[src/byte_dma_pkg.sv]
// constants and types for the single-channel byte dma engine
// Contract
// - one byte moves per transaction; a message is one or more transactions
// - each transaction reads source into holding byte, then writes it to destination
// - buffer_pending_write is set from source read until destination write completes
// - reads reach flash, eeprom, sfr and ram; writes reach only sfr and ram
// - 22-bit source start and 16-bit destination start registers set message origins
// - running source and destination pointers update after every transaction
// - each pointer independently stays, increments or decrements by one
// - source and destination byte counts are independent of each other
// - counts support multi-byte sources such as two source, 2N destination
// - with channel priority the cpu is stalled until transfers finish
// - with cpu priority the channel only uses cycles the cpu leaves idle
package byte_dma_pkg;
    // ****************************************
    // register map (word offsets, byte addressed)
    // ****************************************
    localparam logic [3:0] ctrl0_idx = 4'h0;
    localparam logic [3:0] ctrl1_idx = 4'h1;
    localparam logic [3:0] src_start_idx = 4'h2;
    localparam logic [3:0] dst_start_idx = 4'h3;
    localparam logic [3:0] src_cnt_idx = 4'h4;
    localparam logic [3:0] dst_cnt_idx = 4'h5;
    localparam logic [3:0] src_ptr_idx = 4'h6;
    localparam logic [3:0] dst_ptr_idx = 4'h7;
    localparam logic [3:0] hold_idx = 4'h8;
    localparam logic [3:0] src_rem_idx = 4'h9;
    localparam logic [3:0] dst_rem_idx = 4'hA;
    // ****************************************
    // control 0 bit positions
    // ****************************************
    localparam int ctrl0_en_bit = 7;
    localparam int ctrl0_go_bit = 6;
    localparam int ctrl0_pri_bit = 5;
    localparam int ctrl0_xip_bit = 0;
    localparam int ctrl0_err_bit = 1;
    // ****************************************
    // control 1 fields
    // ****************************************
    localparam int ctrl1_dest_step_mode_lsb = 5;
    // kept clear of the source space field so eeprom stays readable
    localparam int ctrl1_dspace_bit = 7;
    localparam int ctrl1_source_step_mode_lsb = 1;
    localparam int ctrl1_sspace_lsb = 3;
    // ****************************************
    // widths and reset values
    // ****************************************
    localparam int src_aw = 22;
    localparam int dst_aw = 16;
    localparam int cnt_w = 12;
    localparam logic [7:0] ctrl_rst = 8'h00;
    localparam logic [21:0] addr_rst = 22'h000000;
    localparam logic [11:0] cnt_rst = 12'h000;
    typedef enum logic [1:0] {
        step_hold = 2'b00,
        step_inc = 2'b01,
        step_dec = 2'b10
    } step_e;
    typedef enum logic [1:0] {
        space_data = 2'b00,
        space_flash = 2'b01,
        space_eeprom = 2'b10
    } space_e;
    typedef enum logic [1:0] {
        st_idle = 2'b00,
        st_read = 2'b01,
        st_write = 2'b10
    } dma_state_e;
endpackage : byte_dma_pkg

[src/byte_dma_engine.sv]
// single-channel byte dma engine with avalon-mm register slave
//
// Local design decisions: the Avalon-MM interface to the registers and the register addresses.
`timescale 1ns/1ns
module byte_dma_engine (
    input wire logic mclk,
    input wire logic arst_n,
    input wire logic clk_en,
    input wire logic [5:0] avs_address,
    input wire logic avs_read,
    input wire logic avs_write,
    input wire logic [31:0] avs_writedata,
    output logic [31:0] avs_readdata,
    output logic avs_waitrequest,
    input wire logic cpu_bus_busy,
    output logic cpu_stall,
    output logic mem_rd,
    output logic mem_wr,
    output logic [1:0] mem_space,
    output logic [byte_dma_pkg::src_aw-1:0] mem_addr,
    output logic [7:0] mem_wdata,
    input wire logic [7:0] mem_rdata,
    output logic msg_done
);
    import byte_dma_pkg::*;

    logic [7:0] ctrl0_ff, nxt_ctrl0;
    logic [7:0] ctrl1_ff, nxt_ctrl1;
    logic [src_aw-1:0] src_start_ff, nxt_src_start;
    logic [dst_aw-1:0] dst_start_ff, nxt_dst_start;
    logic [cnt_w-1:0] src_cnt_ff, nxt_src_cnt;
    logic [cnt_w-1:0] dst_cnt_ff, nxt_dst_cnt;
    logic [src_aw-1:0] src_ptr_ff, nxt_src_ptr;
    logic [dst_aw-1:0] dst_ptr_ff, nxt_dst_ptr;
    logic [cnt_w-1:0] src_rem_ff, nxt_src_rem;
    logic [cnt_w-1:0] dst_rem_ff, nxt_dst_rem;
    logic [7:0] hold_ff, nxt_hold;
    logic xip_ff, nxt_xip;
    logic err_ff, nxt_err;
    logic done_ff, nxt_done;
    logic ack_ff, nxt_ack;
    logic [31:0] rdata_ff, nxt_rdata;
    dma_state_e state_ff, nxt_state;

    logic enabled, cpu_pri, may_use_bus, bus_req, err_set;
    logic [3:0] idx;
    step_e source_step_mode, dest_step_mode;
    logic [7:0] ctrl0_view;

    assign idx = avs_address[5:2];
    assign enabled = ctrl0_ff[ctrl0_en_bit];
    assign cpu_pri = ctrl0_ff[ctrl0_pri_bit];
    assign source_step_mode = step_e'(ctrl1_ff[ctrl1_source_step_mode_lsb +: 2]);
    assign dest_step_mode = step_e'(ctrl1_ff[ctrl1_dest_step_mode_lsb +: 2]);
    assign bus_req = avs_read | avs_write;
    // cpu priority: only idle bus cycles; channel priority: stall the cpu
    assign may_use_bus = cpu_pri ? ~cpu_bus_busy : 1'b1;
    assign cpu_stall = (state_ff != st_idle) && !cpu_pri;
    // one wait cycle keeps read data registered
    assign avs_waitrequest = bus_req & ~ack_ff;
    assign avs_readdata = rdata_ff;
    assign msg_done = done_ff;

    assign ctrl0_view = {ctrl0_ff[7:2], err_ff, xip_ff};

    function automatic logic [src_aw-1:0] step_src(input logic [src_aw-1:0] p, input step_e m);
        case (m)
            step_inc: step_src = p + 22'h000001;
            step_dec: step_src = p - 22'h000001;
            default: step_src = p;
        endcase
    endfunction : step_src

    function automatic logic [dst_aw-1:0] step_dst(input logic [dst_aw-1:0] p, input step_e m);
        case (m)
            step_inc: step_dst = p + 16'h0001;
            step_dec: step_dst = p - 16'h0001;
            default: step_dst = p;
        endcase
    endfunction : step_dst

    // ****************************************
    // memory port
    // ****************************************
    always_comb begin
        mem_rd = 1'b0;
        mem_wr = 1'b0;
        mem_space = space_data;
        mem_addr = src_ptr_ff;
        mem_wdata = hold_ff;
        if (clk_en && may_use_bus) begin
            if (state_ff == st_read) begin
                mem_rd = 1'b1;
                mem_space = ctrl1_ff[ctrl1_sspace_lsb +: 2];
            end else if (state_ff == st_write) begin
                mem_wr = 1'b1;
                mem_addr = {6'h00, dst_ptr_ff};
            end
        end
    end

    // ****************************************
    // next state
    // ****************************************
    always_comb begin
        nxt_ctrl0 = ctrl0_ff;
        nxt_ctrl1 = ctrl1_ff;
        nxt_src_start = src_start_ff;
        nxt_dst_start = dst_start_ff;
        nxt_src_cnt = src_cnt_ff;
        nxt_dst_cnt = dst_cnt_ff;
        nxt_src_ptr = src_ptr_ff;
        nxt_dst_ptr = dst_ptr_ff;
        nxt_src_rem = src_rem_ff;
        nxt_dst_rem = dst_rem_ff;
        nxt_hold = hold_ff;
        nxt_xip = xip_ff;
        nxt_err = err_ff;
        nxt_done = 1'b0;
        nxt_state = state_ff;
        err_set = 1'b0;

        case (state_ff)
            st_idle: begin
                if (enabled && ctrl0_ff[ctrl0_go_bit]) begin
                    if (ctrl1_ff[ctrl1_dspace_bit] || src_cnt_ff == cnt_rst
                        || dst_cnt_ff == cnt_rst) begin
                        // flash and eeprom are read-only targets
                        nxt_err = 1'b1;
                        err_set = 1'b1;
                        nxt_ctrl0[ctrl0_go_bit] = 1'b0;
                    end else if (xip_ff) begin
                        nxt_state = st_write;
                    end else begin
                        nxt_state = st_read;
                    end
                end
            end
            st_read: begin
                if (may_use_bus && !xip_ff) begin
                    nxt_hold = mem_rdata;
                    nxt_xip = 1'b1;
                    nxt_state = st_write;
                    if (src_rem_ff == 12'h001) begin
                        nxt_src_ptr = src_start_ff;
                        nxt_src_rem = src_cnt_ff;
                    end else begin
                        nxt_src_ptr = step_src(src_ptr_ff, source_step_mode);
                        nxt_src_rem = src_rem_ff - 12'h001;
                    end
                end
            end
            st_write: begin
                if (may_use_bus) begin
                    nxt_xip = 1'b0;
                    if (dst_rem_ff == 12'h001) begin
                        nxt_dst_ptr = dst_start_ff;
                        nxt_dst_rem = dst_cnt_ff;
                        nxt_ctrl0[ctrl0_go_bit] = 1'b0;
                        nxt_done = 1'b1;
                        nxt_state = st_idle;
                    end else begin
                        nxt_dst_ptr = step_dst(dst_ptr_ff, dest_step_mode);
                        nxt_dst_rem = dst_rem_ff - 12'h001;
                        nxt_state = (enabled && ctrl0_ff[ctrl0_go_bit]) ? st_read : st_idle;
                    end
                end
            end
            default: nxt_state = st_idle;
        endcase

        // ****************************************
        // register slave
        // ****************************************
        // writes land at the edge that ends the wait, as the master sees it
        if (avs_write && ack_ff) begin
            if (idx == ctrl0_idx) begin
                nxt_ctrl0 = {avs_writedata[7:2], 2'b00};
                // a fault raised in the same cycle outlives the clear
                if (avs_writedata[ctrl0_err_bit] && !err_set) begin
                    nxt_err = 1'b0;
                end
            end else if (idx == ctrl1_idx) begin
                nxt_ctrl1 = avs_writedata[7:0];
            end else if (idx == src_start_idx) begin
                nxt_src_start = avs_writedata[src_aw-1:0];
                nxt_src_ptr = avs_writedata[src_aw-1:0];
            end else if (idx == dst_start_idx) begin
                nxt_dst_start = avs_writedata[dst_aw-1:0];
                nxt_dst_ptr = avs_writedata[dst_aw-1:0];
            end else if (idx == src_cnt_idx) begin
                nxt_src_cnt = avs_writedata[cnt_w-1:0];
                nxt_src_rem = avs_writedata[cnt_w-1:0];
            end else if (idx == dst_cnt_idx) begin
                nxt_dst_cnt = avs_writedata[cnt_w-1:0];
                nxt_dst_rem = avs_writedata[cnt_w-1:0];
            end
        end
    end

    // ****************************************
    // register read answer
    // ****************************************
    always_comb begin
        nxt_ack = bus_req & ~ack_ff;
        nxt_rdata = rdata_ff;
        if (avs_read && !ack_ff) begin
            if (idx == ctrl0_idx) begin
                nxt_rdata = {24'h000000, ctrl0_view};
            end else if (idx == ctrl1_idx) begin
                nxt_rdata = {24'h000000, ctrl1_ff};
            end else if (idx == src_start_idx) begin
                nxt_rdata = {10'h000, src_start_ff};
            end else if (idx == dst_start_idx) begin
                nxt_rdata = {16'h0000, dst_start_ff};
            end else if (idx == src_cnt_idx) begin
                nxt_rdata = {20'h00000, src_cnt_ff};
            end else if (idx == dst_cnt_idx) begin
                nxt_rdata = {20'h00000, dst_cnt_ff};
            end else if (idx == src_ptr_idx) begin
                nxt_rdata = {10'h000, src_ptr_ff};
            end else if (idx == dst_ptr_idx) begin
                nxt_rdata = {16'h0000, dst_ptr_ff};
            end else if (idx == hold_idx) begin
                nxt_rdata = {24'h000000, hold_ff};
            end else if (idx == src_rem_idx) begin
                nxt_rdata = {20'h00000, src_rem_ff};
            end else if (idx == dst_rem_idx) begin
                nxt_rdata = {20'h00000, dst_rem_ff};
            end else begin
                nxt_rdata = 32'h00000000;
            end
        end
    end

    // ****************************************
    // configuration registers
    // ****************************************
    always_ff @(posedge mclk or negedge arst_n) begin
        if (!arst_n) begin
            ctrl0_ff <= ctrl_rst;
            ctrl1_ff <= ctrl_rst;
            src_start_ff <= addr_rst;
            dst_start_ff <= addr_rst[dst_aw-1:0];
            src_cnt_ff <= cnt_rst;
            dst_cnt_ff <= cnt_rst;
            err_ff <= 1'b0;
        end else if (clk_en) begin
            ctrl0_ff <= nxt_ctrl0;
            ctrl1_ff <= nxt_ctrl1;
            src_start_ff <= nxt_src_start;
            dst_start_ff <= nxt_dst_start;
            src_cnt_ff <= nxt_src_cnt;
            dst_cnt_ff <= nxt_dst_cnt;
            err_ff <= nxt_err;
        end
    end

    // ****************************************
    // running pointers and remaining counts
    // ****************************************
    always_ff @(posedge mclk or negedge arst_n) begin
        if (!arst_n) begin
            src_ptr_ff <= addr_rst;
            dst_ptr_ff <= addr_rst[dst_aw-1:0];
            src_rem_ff <= cnt_rst;
            dst_rem_ff <= cnt_rst;
        end else if (clk_en) begin
            src_ptr_ff <= nxt_src_ptr;
            dst_ptr_ff <= nxt_dst_ptr;
            src_rem_ff <= nxt_src_rem;
            dst_rem_ff <= nxt_dst_rem;
        end
    end

    // ****************************************
    // transaction state
    // ****************************************
    always_ff @(posedge mclk or negedge arst_n) begin
        if (!arst_n) begin
            hold_ff <= 8'h00;
            xip_ff <= 1'b0;
            done_ff <= 1'b0;
            state_ff <= st_idle;
        end else if (clk_en) begin
            hold_ff <= nxt_hold;
            xip_ff <= nxt_xip;
            done_ff <= nxt_done;
            state_ff <= nxt_state;
        end
    end

    // ****************************************
    // register answer
    // ****************************************
    always_ff @(posedge mclk or negedge arst_n) begin
        if (!arst_n) begin
            ack_ff <= 1'b0;
            rdata_ff <= 32'h00000000;
        end else if (clk_en) begin
            ack_ff <= nxt_ack;
            rdata_ff <= nxt_rdata;
        end
    end
endmodule : byte_dma_engine

[config.mk]
export PLATFORM = sky130hd
export DESIGN_NAME = byte_dma_engine
export DESIGN_NICKNAME = d
export VERILOG_FILES = /design/src/byte_dma_pkg.sv /design/src/byte_dma_engine.sv
export SDC_FILE = /design/constraint.sdc
export NUM_CORES = 1
export LEC_CHECK = 0
export ABC_AREA = 1
export BUFFER_PORTS_ARGS = -buffer_cell sky130_fd_sc_hd__buf_2
export CAP_MARGIN = 20
export CORE_ASPECT_RATIO = 0.6
export CORE_UTILIZATION = 50
export DETAILED_ROUTE_END_ITERATION = 8
export PLACE_DENSITY_LB_ADDON = 0.08
export SKIP_LAST_GASP = 1
export SYNTH_ARGS = -nofsm -noshare
export SYNTH_HDL_FRONTEND = slang
export SYNTH_SLANG_ARGS = --single-unit
[constraint.sdc]
create_clock -name mclk -period 2.85 [get_ports mclk]
set_input_delay 0.1425 -clock mclk [delete_from_list [all_inputs] [get_ports mclk]]
set_output_delay 0.1425 -clock mclk [all_outputs]
set_load 0.01 [all_outputs]
==> results.md <==
* Starting Density at 51.0%
* Critical Path Fanout Max at 19
* Final worst slack at 165 ps
* Minimum clock period at 2690 ps
* # diodes at 0
* GRT Total Usage at 40.4%
* Post-synthesis simple-gate area fraction at 27.3%
* Final GP Congestion at 1.01
* Post-synthesis sequential area ratio at 33.7%
* Count of final hold-check violations at 0
* Achievable frequency at 372 MHz
* Share of the synthesized area in the top cell type at 33.7%
* Post-synth top cells: nand2_1 (528), o21ai_0 (277), inv_1 (243)
* First DRT Iteration DRCs at 2218
* DIE AREA at 26500 µm²
* VDD IR max at 0.000429 V
* Worst setup SP type: register
* Number of global-route vias before repair at 12700
* Hold slack at 24.8 ps
* CTS Buffer Depth at 2
* TritonCTS clock tree: yes
* Worst slew pin tran at 931 ps
* Largest net degree at the start of global routing at 89
* Post-synthesis mux area share at 0.697%
* DPL Wire Length at 40900 µm
* Die height at 127 µm
* Final-report max-slew violation count at 0
* Wirelength per Cell at 21.9 µm
* Netlist cell types at 53
* CP Capture Type: register
* WS Path Type: register to register
* Final nets at 2154
* Core Box Area at 25300 µm²
* Drt via density at 5.98
* Unrepaired setup endpoints after global routing: true
* DP Area at 13900 µm²
* Remaining Overflow, GRT at 0
* DR vias at 14500
* Syn-to-layout area delta at 14.1%
* EDFF count, synth at 0
* Pre-CTS WS at 166 ps
* Synth Area in Adders at 0.968%
* Multi-input gate area at 7160 µm²
* Rel. slew slack at 37.3%
* Drt total wl at 53200 µm
* Most common cell on crit path: nand2_1
* CTS buffer count at 17
* Mapped Area at 12900 µm²
* Status: completed
* Fillers at 2512
* Tcrit/Tclk final at 94.2%
* Max stage delay on crit path at 400 ps
* YS warnings at 0
* Fraction of layout cells with a size suffix above 1 at 12.8%
* Top cells by area, synth: dfrtp_1 (34%), nand2_1 (15%), o21ai_0 (11%), inv_1 (7.1%), a21oi_1 (5.3%)
* Largest family of logic cells by synthesized area: simple AND/OR/NAND/NOR gates
* #FFs+latches synth at 174
* PD cells at 867 nW/µm²
* Total power at 12.8 mW
* Initial antenna violation count at 1
* Clk_lat worst skew at 460 ps
* Worst Hold Class: input port to register
* Reg area at 4350 µm²
* CP max-delay cell: dfrtp_1
* Clock sink total at 174
* Max_cap viols at 0
* Pre-Repair DR Iteration Count at 6
* Arrival time at the worst endpoint at 3040 ps
* Clock transition at path regs at 80 ps
* ANT nets after route at 0
* # H-tree levels at 4
* Syn Inst Count at 1987
* Ys flop type: dfrtp_1
* Post-synth top area cell: dfrtp_1
* Post-route cell area at 14800 µm²
* DRC violations left at 0
* CP Data Required Time at 3210 ps
* Setup Viol. Count Final at 0
* Row count at 45
* Avg Inst Size Synth at 6.51 µm²
* Cell with the most instances after synthesis: nand2_1
* Final Util at 58.2%
* I/O pin count at 121
* Pleak at 7.42 nW
* Critical Path, Cell by Cell: inv_1 -> ha_2 -> buf_12 -> nand2_1 -> a21oi_1 -> buf_4 -> nand2_1 -> nand2_1 -> nand2_1 -> nand2_1 -> nand2_1 -> nand3_1 -> nand2_1 -> nand3_1 -> nand2_1 -> nand2_1 -> nand2_1 -> nand2_1 -> nand2_1
* Synth Area in Compound Gates at 24.3%
* Root Driver: clkbuf_16
* Final Skew at 12.8 ps
* Post-synth ARST share at 100%
* Port Buffers at 98
* First-pass GRT wire length at 79100 µm
* Post-synthesis xor/xnor area fraction at 1.61%
* Horiz. Die Dim at 210 µm
[cell usage in the layout (no fill, tap or decap), types with 4 or more instances in the layout]
cell type / synthesis / routed
o22ai_1: 27 / 27
ha_1: 10 / 8
o21bai_1: 13 / 13
xnor2_1: 9 / 9
clkbuf_16: 0 / 17
a221oi_1: 10 / 10
nor2_4: 8 / 8
o211ai_1: 15 / 15
o221ai_1: 18 / 18
nand2_2: 16 / 16
mux2i_1: 9 / 9
buf_12: 2 / 4
o2111ai_1: 9 / 9
inv_1: 243 / 242
o21ai_1: 17 / 16
conb_1: 1 / 10
o31ai_1: 4 / 4
dlygate4sd3_1: 0 / 23
buf_2: 12 / 97
nor3_1: 15 / 15
xor2_1: 11 / 11
o21ai_0: 277 / 277
nor2_1: 160 / 157
nor4_1: 8 / 8
dfrtp_1: 174 / 174
nand2_1: 528 / 528
buf_4: 14 / 59
nor2_2: 27 / 30
a31oi_1: 20 / 20
nand4_1: 13 / 13
inv_2: 10 / 11
a21oi_1: 136 / 136
nand3_1: 61 / 60
clkinv_8: 0 / 6
[cells by family (layout without fill, tap and decap cells)]
group                    Yosys count  count (layout)
AND/OR/NAND/NOR                  846             846
AO/OA/AOI/OAI                    562             562
buffers and inverters            363             472
flip-flops                       174             174
XOR/XNOR                          22              22
adder cells (fa/ha/maj)           10              10
multiplexers                       9               9
other                              1              10
[state kept, by name, summed over array words and instances (netlist names)]
| register | flops |
|---|---|
| err_ff | 1 |
| ctrl0_ff | 6 |
| dst_ptr_ff | 16 |
| ack_ff | 1 |
| xip_ff | 1 |
| msg_done | 1 |
| src_ptr_ff | 22 |
| state_ff | 2 |
| ctrl1_ff | 8 |
| src_cnt_ff | 12 |
| mem_wdata | 8 |
| avs_readdata | 22 |
| src_start_ff | 22 |
| dst_start_ff | 16 |
| src_rem_ff | 12 |
| dst_rem_ff | 12 |
| dst_cnt_ff | 12 |
[area by class of cell]
class                   count  share of cell area [%]
clock inverters            15                    1.30
multi-input cells        1459                    48.5
inverters                 256                    6.51
clock buffers              17                    2.88
repair buffers            184                    8.49
flip-flops and latches    174                    29.5
well taps                 329                    2.79
[metrics by stage]
step,cells,setup TNS (ps)
2_1_floorplan,1996,0
3_3_place_gp,2379,0
3_5_place_dp,2379,0
4_1_cts,2434,0
5_1_grt,2434,-161
6_report,2434,0
[worst max-delay path: cells and delay by family, from the launching register on]
kind / cells / cell delay [ps]
flip-flops: 1 / 400
buffers and inverters: 3 / 460
AND/OR/NAND/NOR: 14 / 1000
adder cells (fa/ha/maj): 1 / 300
AO/OA/AOI/OAI: 1 / 400
[final timing paths]
| path | startpoint | to | slack (ps) | cells past startpoint |
|---|---|---|---|---|
| min in group asynchronous | arst_n | dst_rem_ff[4] | 290 | 2 |
| hold / removal | avs_writedata[8] | src_start_ff[8] | 20 | 3 |
| setup / recovery | ctrl1_ff[1] | src_ptr_ff[19] | 160 | 19 |
| max in group asynchronous | arst_n | ctrl1_ff[5] | 1740 | 3 |
| setup reg to reg | ctrl1_ff[1] | src_ptr_ff[19] | 160 | 19 |
| hold reg to reg | avs_readdata[7] | avs_readdata[7] | 480 | 2 |
[power by group]
| part | internal (mW) | total (mW) | switching (mW) |
|---|---|---|---|
| clock network | 1.20 | 2.48 | 1.28 |
| logic | 2.07 | 6.26 | 4.19 |
| registers | 3.14 | 4.04 | 0.895 |
| total | 6.42 | 12.8 | 6.37 |
[layer usage]
metal | global-route usage [%] | share of wire, % | up-vias
met5 | 2.54 | 0.17 | -
met4 | 7.43 | 1.3 | 2
met3 | 15.3 | 15 | 57
met2 | 52.8 | 38 | 880
met1 | 61.8 | 45 | 6873
li1 | - | - | 6734
[what timing repair did]
item / in CTS / in global routing
hold buffers: 23 / 0
buffers inserted: 0 / 0
endpoints found under the hold margin: 107 / 0
resized for setup: 0 / 5
setup endpoints to repair: 0 / 21
No activity file was read; power rests on OpenSTA's default activity.
